### config.mk
export PLATFORM = sky130hd
export DESIGN_NAME = dpac_port_ctrl
export DESIGN_NICKNAME = d
export VERILOG_FILES = /design/src/rtl/dpac_pkg.sv /design/src/rtl/dpac_pin_sync.sv /design/src/rtl/dpac_port_ctrl.sv
export SDC_FILE = /design/constraint.sdc
export NUM_CORES = 1
export LEC_CHECK = 0
export BUFFER_PORTS_ARGS = -buffer_cell sky130_fd_sc_hd__buf_2
export CAP_MARGIN = 20
export CELL_PAD_IN_SITES_DETAIL_PLACEMENT = 1
export CELL_PAD_IN_SITES_GLOBAL_PLACEMENT = 2
export CORE_MARGIN = 3
export CORE_UTILIZATION = 30
export DETAILED_ROUTE_END_ITERATION = 6
export GPL_ROUTABILITY_DRIVEN = 1
export PLACE_DENSITY = 0.75
export SLEW_MARGIN = 20
export SYNTH_ARGS = -nofsm -noshare
export SYNTH_HDL_FRONTEND = slang
export SYNTH_SLANG_ARGS = --single-unit
### constraint.sdc
create_clock -name clk_i -period 6.2 [get_ports clk_i]
set_input_delay 1.24 -clock clk_i [delete_from_list [all_inputs] [get_ports clk_i]]
set_output_delay 1.24 -clock clk_i [all_outputs]
set_load 0.005 [all_outputs]
### src/rtl/dpac_pkg.sv
package dpac_pkg;
  // ==========================================================================
  // pin widths
  localparam int ADDR_W  = 12;
  localparam int DATA_W  = 16;
  localparam int BYTE_W  = 8;
  localparam int FLAG_AW = 3;
  // ==========================================================================
  // access kinds taken at the user port
  typedef enum logic [2:0] {
    DPAC_OP_MEM_RD  = 3'h0,
    DPAC_OP_MEM_WR  = 3'h1,
    DPAC_OP_FLAG_RD = 3'h2,
    DPAC_OP_FLAG_WR = 3'h3
  } dpac_op_t;
  // ==========================================================================
  // controller states
  typedef enum logic [2:0] {
    DPAC_ST_IDLE  = 3'h0,
    DPAC_ST_SETUP = 3'h1,
    DPAC_ST_PULSE = 3'h2,
    DPAC_ST_HOLD  = 3'h3,
    DPAC_ST_DONE  = 3'h4
  } dpac_state_t;
  // ==========================================================================
  // timing (ns), derived cycle counts at 100 MHz
  localparam int CLK_NS     = 10;
  localparam int SETUP_NS   = 20;
  localparam int PULSE_NS   = 40;
  localparam int HOLD_NS    = 20;
  localparam int CNT_W      = 4;
  localparam logic [CNT_W-1:0] SETUP_CYC = CNT_W'((SETUP_NS + CLK_NS - 1) / CLK_NS);
  localparam logic [CNT_W-1:0] PULSE_CYC = CNT_W'((PULSE_NS + CLK_NS - 1) / CLK_NS);
  localparam logic [CNT_W-1:0] HOLD_CYC  = CNT_W'((HOLD_NS + CLK_NS - 1) / CLK_NS);
  localparam logic [CNT_W-1:0] CNT_ONE   = 4'h1;
  localparam logic [CNT_W-1:0] CNT_ZERO  = 4'h0;
  localparam int FLAG_BIT = 0;
endpackage

### src/rtl/dpac_pin_sync.sv
`timescale 1ns/1ps
// three-stage synchroniser; output moves once stages two and three agree
module dpac_pin_sync
  import dpac_pkg::*;
#(
  parameter int W = 16
) (
  // clock and reset
  input  wire logic         clk_i,
  input  wire logic         rst_i,
  // data
  input  wire logic [W-1:0] d_i,
  output logic      [W-1:0] q_o
);
  typedef struct packed {
    logic [W-1:0] s1;
    logic [W-1:0] s2;
    logic [W-1:0] s3;
    logic [W-1:0] q;
  } dpac_sync_t;
  dpac_sync_t st_q;
  dpac_sync_t st_d;
  always_comb begin
    st_d    = st_q;
    st_d.s1 = d_i;
    st_d.s2 = st_q.s1;
    st_d.s3 = st_q.s2;
    for (int i = 0; i < W; i++) begin
      if (st_q.s2[i] == st_q.s3[i]) begin
        st_d.q[i] = st_q.s3[i];
      end
    end
  end
  always_ff @(posedge clk_i or posedge rst_i) begin
    if (rst_i) begin
      st_q <= '0;
    end else begin
      st_q <= st_d;
    end
  end
  assign q_o = st_q.q;
endmodule

### src/rtl/dpac_port_ctrl.sv
`timescale 1ns/1ps
// Operation
// chip select and flag select high deselect
// upper lane only write: upper select low
// lower lane write, both when both selected
// upper read drives upper, both if both
// lower only read drives lower byte
// flag read: flag select low, lanes off
// flag write loads bit 0 on rising write
// eight flags, written by data bit zero
// flag picked by three low address lines
// never flag select with chip and lane
// one controller per independent device port
// flags shared; other port sees them
module dpac_port_ctrl
  import dpac_pkg::*;
(
  // clock and reset
  input  wire logic              clk_i,
  input  wire logic              rst_i,
  // user request
  input  wire logic              req_valid_i,
  output logic                   req_ready_o,
  input  wire dpac_op_t          req_op_i,
  input  wire logic [ADDR_W-1:0] req_addr_i,
  input  wire logic [DATA_W-1:0] req_wdata_i,
  input  wire logic              req_upper_i,
  input  wire logic              req_lower_i,
  input  wire logic              req_flag_i,
  // user answer
  output logic                   rsp_valid_o,
  output logic      [DATA_W-1:0] rsp_rdata_o,
  // device port pins
  output logic                   chip_select_n_o,
  output logic                   read_write_o,
  output logic                   output_enable_n_o,
  output logic                   upper_lane_select_n_o,
  output logic                   lower_lane_select_n_o,
  output logic                   flag_space_select_n_o,
  output logic      [ADDR_W-1:0] addr_o,
  input  wire logic [DATA_W-1:0] data_i,
  output logic      [DATA_W-1:0] data_o,
  output logic      [DATA_W-1:0] data_oe_o
);
  // ==========================================================================
  // state
  typedef struct packed {
    dpac_state_t       st;
    logic [CNT_W-1:0]  cnt;
    dpac_op_t          op;
    logic [ADDR_W-1:0] addr;
    logic [DATA_W-1:0] wdata;
    logic              upper;
    logic              lower;
    logic              cs_n;
    logic              rw;
    logic              oe_n;
    logic              ub_n;
    logic              lb_n;
    logic              sem_n;
    logic [DATA_W-1:0] oe;
    logic              rsp_v;
    logic [DATA_W-1:0] rdata;
  } dpac_ctrl_t;

  dpac_ctrl_t        s_q;
  dpac_ctrl_t        s_d;
  logic [DATA_W-1:0] data_sync;

  dpac_pin_sync #(.W(DATA_W)) u_sync (
    .clk_i (clk_i),
    .rst_i (rst_i),
    .d_i   (data_i),
    .q_o   (data_sync)
  );

  function automatic logic is_flag(input dpac_op_t op);
    return (op == DPAC_OP_FLAG_RD) || (op == DPAC_OP_FLAG_WR);
  endfunction

  function automatic logic is_write(input dpac_op_t op);
    return (op == DPAC_OP_MEM_WR) || (op == DPAC_OP_FLAG_WR);
  endfunction

  // lane enables for memory writes
  function automatic logic [DATA_W-1:0] lane_mask(input logic up, input logic lo);
    return {{BYTE_W{up}}, {BYTE_W{lo}}};
  endfunction

  // ==========================================================================
  // sequencer
  always_comb begin
    s_d       = s_q;
    s_d.rsp_v = 1'b0;
    case (s_q.st)
      DPAC_ST_IDLE: begin
        s_d.cs_n  = 1'b1;
        s_d.sem_n = 1'b1;
        s_d.ub_n  = 1'b1;
        s_d.lb_n  = 1'b1;
        s_d.oe_n  = 1'b1;
        s_d.rw    = 1'b1;
        s_d.oe    = '0;
        if (req_valid_i) begin
          s_d.op    = req_op_i;
          s_d.addr  = req_addr_i;
          s_d.wdata = req_wdata_i;
          s_d.upper = req_upper_i;
          s_d.lower = req_lower_i;
          s_d.cnt   = SETUP_CYC;
          s_d.st    = DPAC_ST_SETUP;
          if (is_flag(req_op_i)) begin
            // flag access keeps chip select and both lanes high
            s_d.addr  = ADDR_W'(req_addr_i[FLAG_AW-1:0]);
            s_d.sem_n = 1'b0;
            s_d.wdata = DATA_W'(req_wdata_i[FLAG_BIT]);
          end else begin
            s_d.cs_n = 1'b0;
            s_d.ub_n = ~req_upper_i;
            s_d.lb_n = ~req_lower_i;
          end
        end
      end
      DPAC_ST_SETUP: begin
        s_d.cnt = s_q.cnt - CNT_ONE;
        if (s_q.cnt == CNT_ONE) begin
          s_d.cnt = PULSE_CYC;
          s_d.st  = DPAC_ST_PULSE;
          if (is_write(s_q.op)) begin
            s_d.rw = 1'b0;
            if (is_flag(s_q.op)) begin
              s_d.oe = '1;
            end else begin
              s_d.oe = lane_mask(s_q.upper, s_q.lower);
            end
          end else begin
            s_d.oe_n = 1'b0;
          end
        end
      end
      DPAC_ST_PULSE: begin
        s_d.cnt = s_q.cnt - CNT_ONE;
        if (s_q.cnt == CNT_ONE) begin
          s_d.cnt = HOLD_CYC;
          s_d.st  = DPAC_ST_HOLD;
          // rising read/write edge latches the flag bit
          s_d.rw   = 1'b1;
          s_d.oe_n = 1'b1;
        end
      end
      DPAC_ST_HOLD: begin
        // data held past the rising edge, then released
        s_d.cnt = s_q.cnt - CNT_ONE;
        // synchroniser trails the pins by four edges: the read value is
        // settled on the same edge that lifts output enable
        if (s_q.cnt == HOLD_CYC && !is_write(s_q.op)) begin
          if (is_flag(s_q.op)) begin
            s_d.rdata = data_sync;
          end else begin
            s_d.rdata = data_sync & lane_mask(s_q.upper, s_q.lower);
          end
        end
        if (s_q.cnt == CNT_ONE) begin
          s_d.cnt   = CNT_ZERO;
          s_d.st    = DPAC_ST_DONE;
          s_d.oe    = '0;
          s_d.cs_n  = 1'b1;
          s_d.sem_n = 1'b1;
          s_d.ub_n  = 1'b1;
          s_d.lb_n  = 1'b1;
        end
      end
      DPAC_ST_DONE: begin
        s_d.rsp_v = 1'b1;
        s_d.st    = DPAC_ST_IDLE;
      end
      default: begin
        s_d.st = DPAC_ST_IDLE;
      end
    endcase
  end

  always_ff @(posedge clk_i or posedge rst_i) begin
    if (rst_i) begin
      s_q       <= '0;
      s_q.st    <= DPAC_ST_IDLE;
      s_q.cs_n  <= 1'b1;
      s_q.rw    <= 1'b1;
      s_q.oe_n  <= 1'b1;
      s_q.ub_n  <= 1'b1;
      s_q.lb_n  <= 1'b1;
      s_q.sem_n <= 1'b1;
    end else begin
      s_q <= s_d;
    end
  end

  // ==========================================================================
  // outputs
  assign req_ready_o           = (s_q.st == DPAC_ST_IDLE);
  assign rsp_valid_o           = s_q.rsp_v;
  assign rsp_rdata_o           = s_q.rdata;
  assign chip_select_n_o       = s_q.cs_n;
  assign read_write_o          = s_q.rw;
  assign output_enable_n_o     = s_q.oe_n;
  assign upper_lane_select_n_o = s_q.ub_n;
  assign lower_lane_select_n_o = s_q.lb_n;
  assign flag_space_select_n_o = s_q.sem_n;
  assign addr_o                = s_q.addr;
  assign data_o                = s_q.wdata;
  assign data_oe_o             = s_q.oe;
endmodule

==> impl_metrics.prom <==
# TYPE chip_impl_metric gauge
chip_impl_info{name="run_status",value="finished clean"} 1
chip_impl_metric{name="synthCells",unit=""} 442
chip_impl_info{name="worstSetupStartpointType",value="register"} 1
chip_impl_metric{name="async_flop_share",unit="%"} 100.0
chip_impl_metric{name="synth_area",unit="sq um"} 5145
chip_impl_info{name="path_cells",value="nor3_1 -> buf_2"} 1
chip_impl_metric{name="cts.repair_timing.setup_buffer_count",unit=""} 0
chip_impl_metric{name="setup-tns-final",unit="ns"} 0
chip_impl_metric{name="critical_path_arrival",unit="ns"} 1.90
chip_impl_metric{name="inserted_diodes",unit=""} 0
chip_impl_metric{name="slack_of_the_worst_reg_to_reg_path",unit="ns"} 4.08
chip_impl_metric{name="boundaryPins",unit=""} 121
chip_impl_metric{name="cts_inserted_buffers",unit=""} 17
chip_impl_metric{name="number_of_flops_mapped_to_enable_cells_by_yosys",unit=""} 0
chip_impl_metric{name="horizontal_die_dimension",unit="um"} 137.0
chip_impl_metric{name="fin_crit",unit="ns"} 3.141
chip_impl_metric{name="report.final.setup_viol",unit=""} 0
chip_impl_metric{name="number_of_synthesis_warnings",unit=""} 0
chip_impl_info{name="unrepaired_setup_endpoints_after_global_routing",value="no"} 1
chip_impl_metric{name="num_vias",unit=""} 3290
chip_impl_metric{name="clock_insertion_delay_at_the_later_pin_of_the_skew_report",unit="ns"} 0.41
chip_impl_metric{name="tightestPinTransition",unit="ns"} 0.8940
chip_impl_info{name="worstHoldPathType",value="register to register"} 1
chip_impl_metric{name="design.core.area",unit="sq um"} 16700
chip_impl_metric{name="antenna_found_initial",unit=""} 0
chip_impl_metric{name="cts.reportedPaths.clkPinSlew",unit="ns"} 0.06
chip_impl_info{name="cp_max_stage_cell",value="nor3_1"} 1
chip_impl_metric{name="synth.yosys.seq_area_share",unit="%"} 62.89
chip_impl_metric{name="final_critical_path_setup_slack",unit="ns"} 3.059
chip_impl_metric{name="cp.buffers_inverters",unit=""} 1
chip_impl_metric{name="max_clk_rate",unit="MHz"} 318.4
chip_impl_metric{name="wire_length_per_cell_after_detailed_routing",unit="um"} 15.57
chip_impl_metric{name="vdd_drop_max",unit="mV"} 0.1952
chip_impl_metric{name="pleak",unit="nW"} 2.978
chip_impl_metric{name="dr_vias_cell",unit=""} 4.458
chip_impl_metric{name="synth.distinct_cells",unit=""} 46
chip_impl_info{name="timing.setup.critical_path_class",value="register to output port"} 1
chip_impl_metric{name="max-slew-margin-rel",unit="%"} 40.40
chip_impl_metric{name="clock_sinks",unit=""} 129
chip_impl_metric{name="clock_path_buffers",unit=""} 2
chip_impl_metric{name="number_of_hold_slack_violations_in_the_final_timing_report",unit=""} 0
chip_impl_metric{name="row_count",unit=""} 47
chip_impl_metric{name="avgSynthCellArea",unit="sq um"} 11.64
chip_impl_metric{name="post_route_cells_drive_above_1_share",unit="%"} 32.63
chip_impl_metric{name="synth_seq_cells",unit=""} 129
chip_impl_metric{name="route.detailed.drc",unit=""} 0
chip_impl_metric{name="dpl.hpwl",unit="um"} 7651
chip_impl_metric{name="drt_first_iter_violations",unit=""} 64
chip_impl_metric{name="worst_ep_required_time",unit="ns"} 4.96
chip_impl_metric{name="syn_nets",unit=""} 498
chip_impl_metric{name="htreeDepth",unit=""} 4
chip_impl_metric{name="post-place-ws",unit="ns"} 3.319
chip_impl_metric{name="port_buffers",unit=""} 119
chip_impl_metric{name="power_density",unit="nW/um^2"} 483.7
chip_impl_info{name="crit_path_end_kind",value="output port"} 1
chip_impl_metric{name="post_cts_hold_buffer_count",unit=""} 0
chip_impl_metric{name="floorplan.die_area",unit="sq um"} 18760
chip_impl_metric{name="place_congestion",unit=""} 0.7367
chip_impl_metric{name="ant_nets",unit=""} 0
chip_impl_metric{name="crit_fanout",unit=""} 17
chip_impl_info{name="critical_path_s_top_delay_family",value="simple AND/OR/NAND/NOR gates"} 1
chip_impl_info{name="ctsRootBufferMaster",value="clkbuf_16"} 1
chip_impl_metric{name="gr-usage-all-layers",unit="%"} 13.04
chip_impl_metric{name="skew",unit="ns"} 0.01104
chip_impl_metric{name="grt_max_degree",unit=""} 73
chip_impl_metric{name="max_stage_delay",unit="ns"} 0.64
chip_impl_metric{name="slew_violations",unit=""} 0
chip_impl_metric{name="post_cts_resized",unit=""} 0
chip_impl_metric{name="area_delta_synth_final",unit="%"} 18.19
chip_impl_metric{name="first_pass_grt_wire_length",unit="um"} 18790
chip_impl_metric{name="wirelength",unit="um"} 11490
chip_impl_metric{name="die_y",unit="um"} 137.0
chip_impl_info{name="cts_tree",value="done"} 1
chip_impl_metric{name="grt_pass1_vias",unit=""} 3545
chip_impl_metric{name="fin_crit_sh",unit="%"} 50.66
chip_impl_metric{name="finalNetCount",unit=""} 561
chip_impl_info{name="synth-main-ff-cell",value="dfrtp_1"} 1
chip_impl_metric{name="maxCapViolations",unit=""} 0
chip_impl_metric{name="gr-total-overflow",unit=""} 0
chip_impl_metric{name="starting_utilization_of_the_core_area",unit="%"} 30.81
chip_impl_metric{name="drt_pass1_iterations",unit=""} 4
worst paths after layout:
| check | start | to | cells after the start |
|---|---|---|---|
| max | s_q[78] | req_ready_o | 2 |
| min | u_sync.st_d[46] | u_sync.st_d[30] | 0 |
| max reg2reg | s_q[78] | data_o[12] | 3 |
| min reg2reg | u_sync.st_d[46] | u_sync.st_d[30] | 0 |
| max in group asynchronous | rst_i | addr_o[3] | 3 |
| min in group asynchronous | rst_i | u_sync.st_d[41] | 2 |
report_power, final:
group / total (mW) / internal (mW) / switching (mW)
clock: 1.01 / 0.603 / 0.402
sequential: 1.25 / 1.07 / 0.180
combinational: 0.683 / 0.306 / 0.377
stage by stage:
| stage | instance area (sq um) | instances | hold WS, ns | utilization, % | total power, mW |
|---|---|---|---|---|---|
| after detailed placement | 5484 | 706 | 0.3356 | 32.84 | 1.975 |
| after global routing | 6081 | 738 | 0.3555 | 36.41 | 3.158 |
| after floorplan | 5145 | 442 | 0.3312 | - | 1.833 |
| final | 6081 | 738 | 0.3452 | 36.41 | 2.941 |
| after global placement | 5484 | 706 | 0.3322 | 32.84 | 1.931 |
| after CTS | 6078 | 738 | 0.3469 | 36.39 | 3.001 |
worst register-to-register path, delay by kind of cell (launching register included):
| family | cells | cell delay, ns |
|---|---|---|
| flops | 1 | 0.62 |
| simple gates | 3 | 1.40 |
Yosys cell counts, types with 3 or more instances:
| library cell | instances | area (sq um) |
|---|---|---|
| nand3_1 | 26 | 130.1 |
| buf_2 | 6 | 30.03 |
| clkbuf_1 | 5 | 18.77 |
| maj3_1 | 16 | 160.2 |
| inv_1 | 25 | 93.84 |
| buf_6 | 5 | 56.30 |
| a21oi_1 | 3 | 15.01 |
| dfrtp_1 | 123 | 3078 |
| o21ai_0 | 17 | 85.08 |
| dfstp_2 | 6 | 157.7 |
| nand2_1 | 81 | 304.0 |
| nor2_1 | 8 | 30.03 |
| ha_1 | 3 | 37.54 |
| buf_4 | 61 | 457.9 |
| o211ai_1 | 4 | 30.03 |
| mux2i_1 | 16 | 160.2 |
cell families (layout without fill, tap and decap cells):
| logic type | after synthesis | in the layout | share of synthesized area [%] |
|---|---|---|---|
| simple gates | 131 | 131 | 11.72 |
| flops | 129 | 129 | 62.89 |
| buf+inv | 104 | 180 | 12.91 |
| compound gates | 42 | 42 | 5.351 |
| fa+ha+maj | 19 | 19 | 3.842 |
| mux | 16 | 16 | 3.113 |
| xor+xnor | 1 | 1 | 0.1703 |
layout by cell type (no fill, tap or decap), drive strengths merged, types with 4 or more instances in the layout:
cell type / instances
inv: 33
mux2i: 16
clkbuf: 17
o21ai: 17
nand3: 26
dfrtp: 123
dfstp: 6
buf: 123
maj3: 16
o211ai: 4
nor2: 8
nand2: 81
area by class of cell:
type                       count  area [sq um]
tap                          220         275.3
multi-input combinational    209          1254
inverter                      25         96.34
clock inverter                15         168.9
timing repair buffer         123         625.6
sequential                   129          3236
clock buffer                  17         425.4
fill                        1873         10620
state kept, by name (all words and copies together), names as in the netlist, 2 cells and up:
name / count
u_sync.st_q: 16
u_sync.q_o: 16
rsp_rdata_o: 16
data_oe_o: 2
addr_o: 12
u_sync.st_d: 32
data_o: 16
s_q: 12
layer usage:
layer | wire length, um | track usage, %
met3 | 483 | 3.897
met2 | 5876 | 20.74
met4 | 212 | 5.710
met5 | 0 | 0
met1 | 4915 | 16.47
Note: power is estimated with default switching activity, not from simulation.
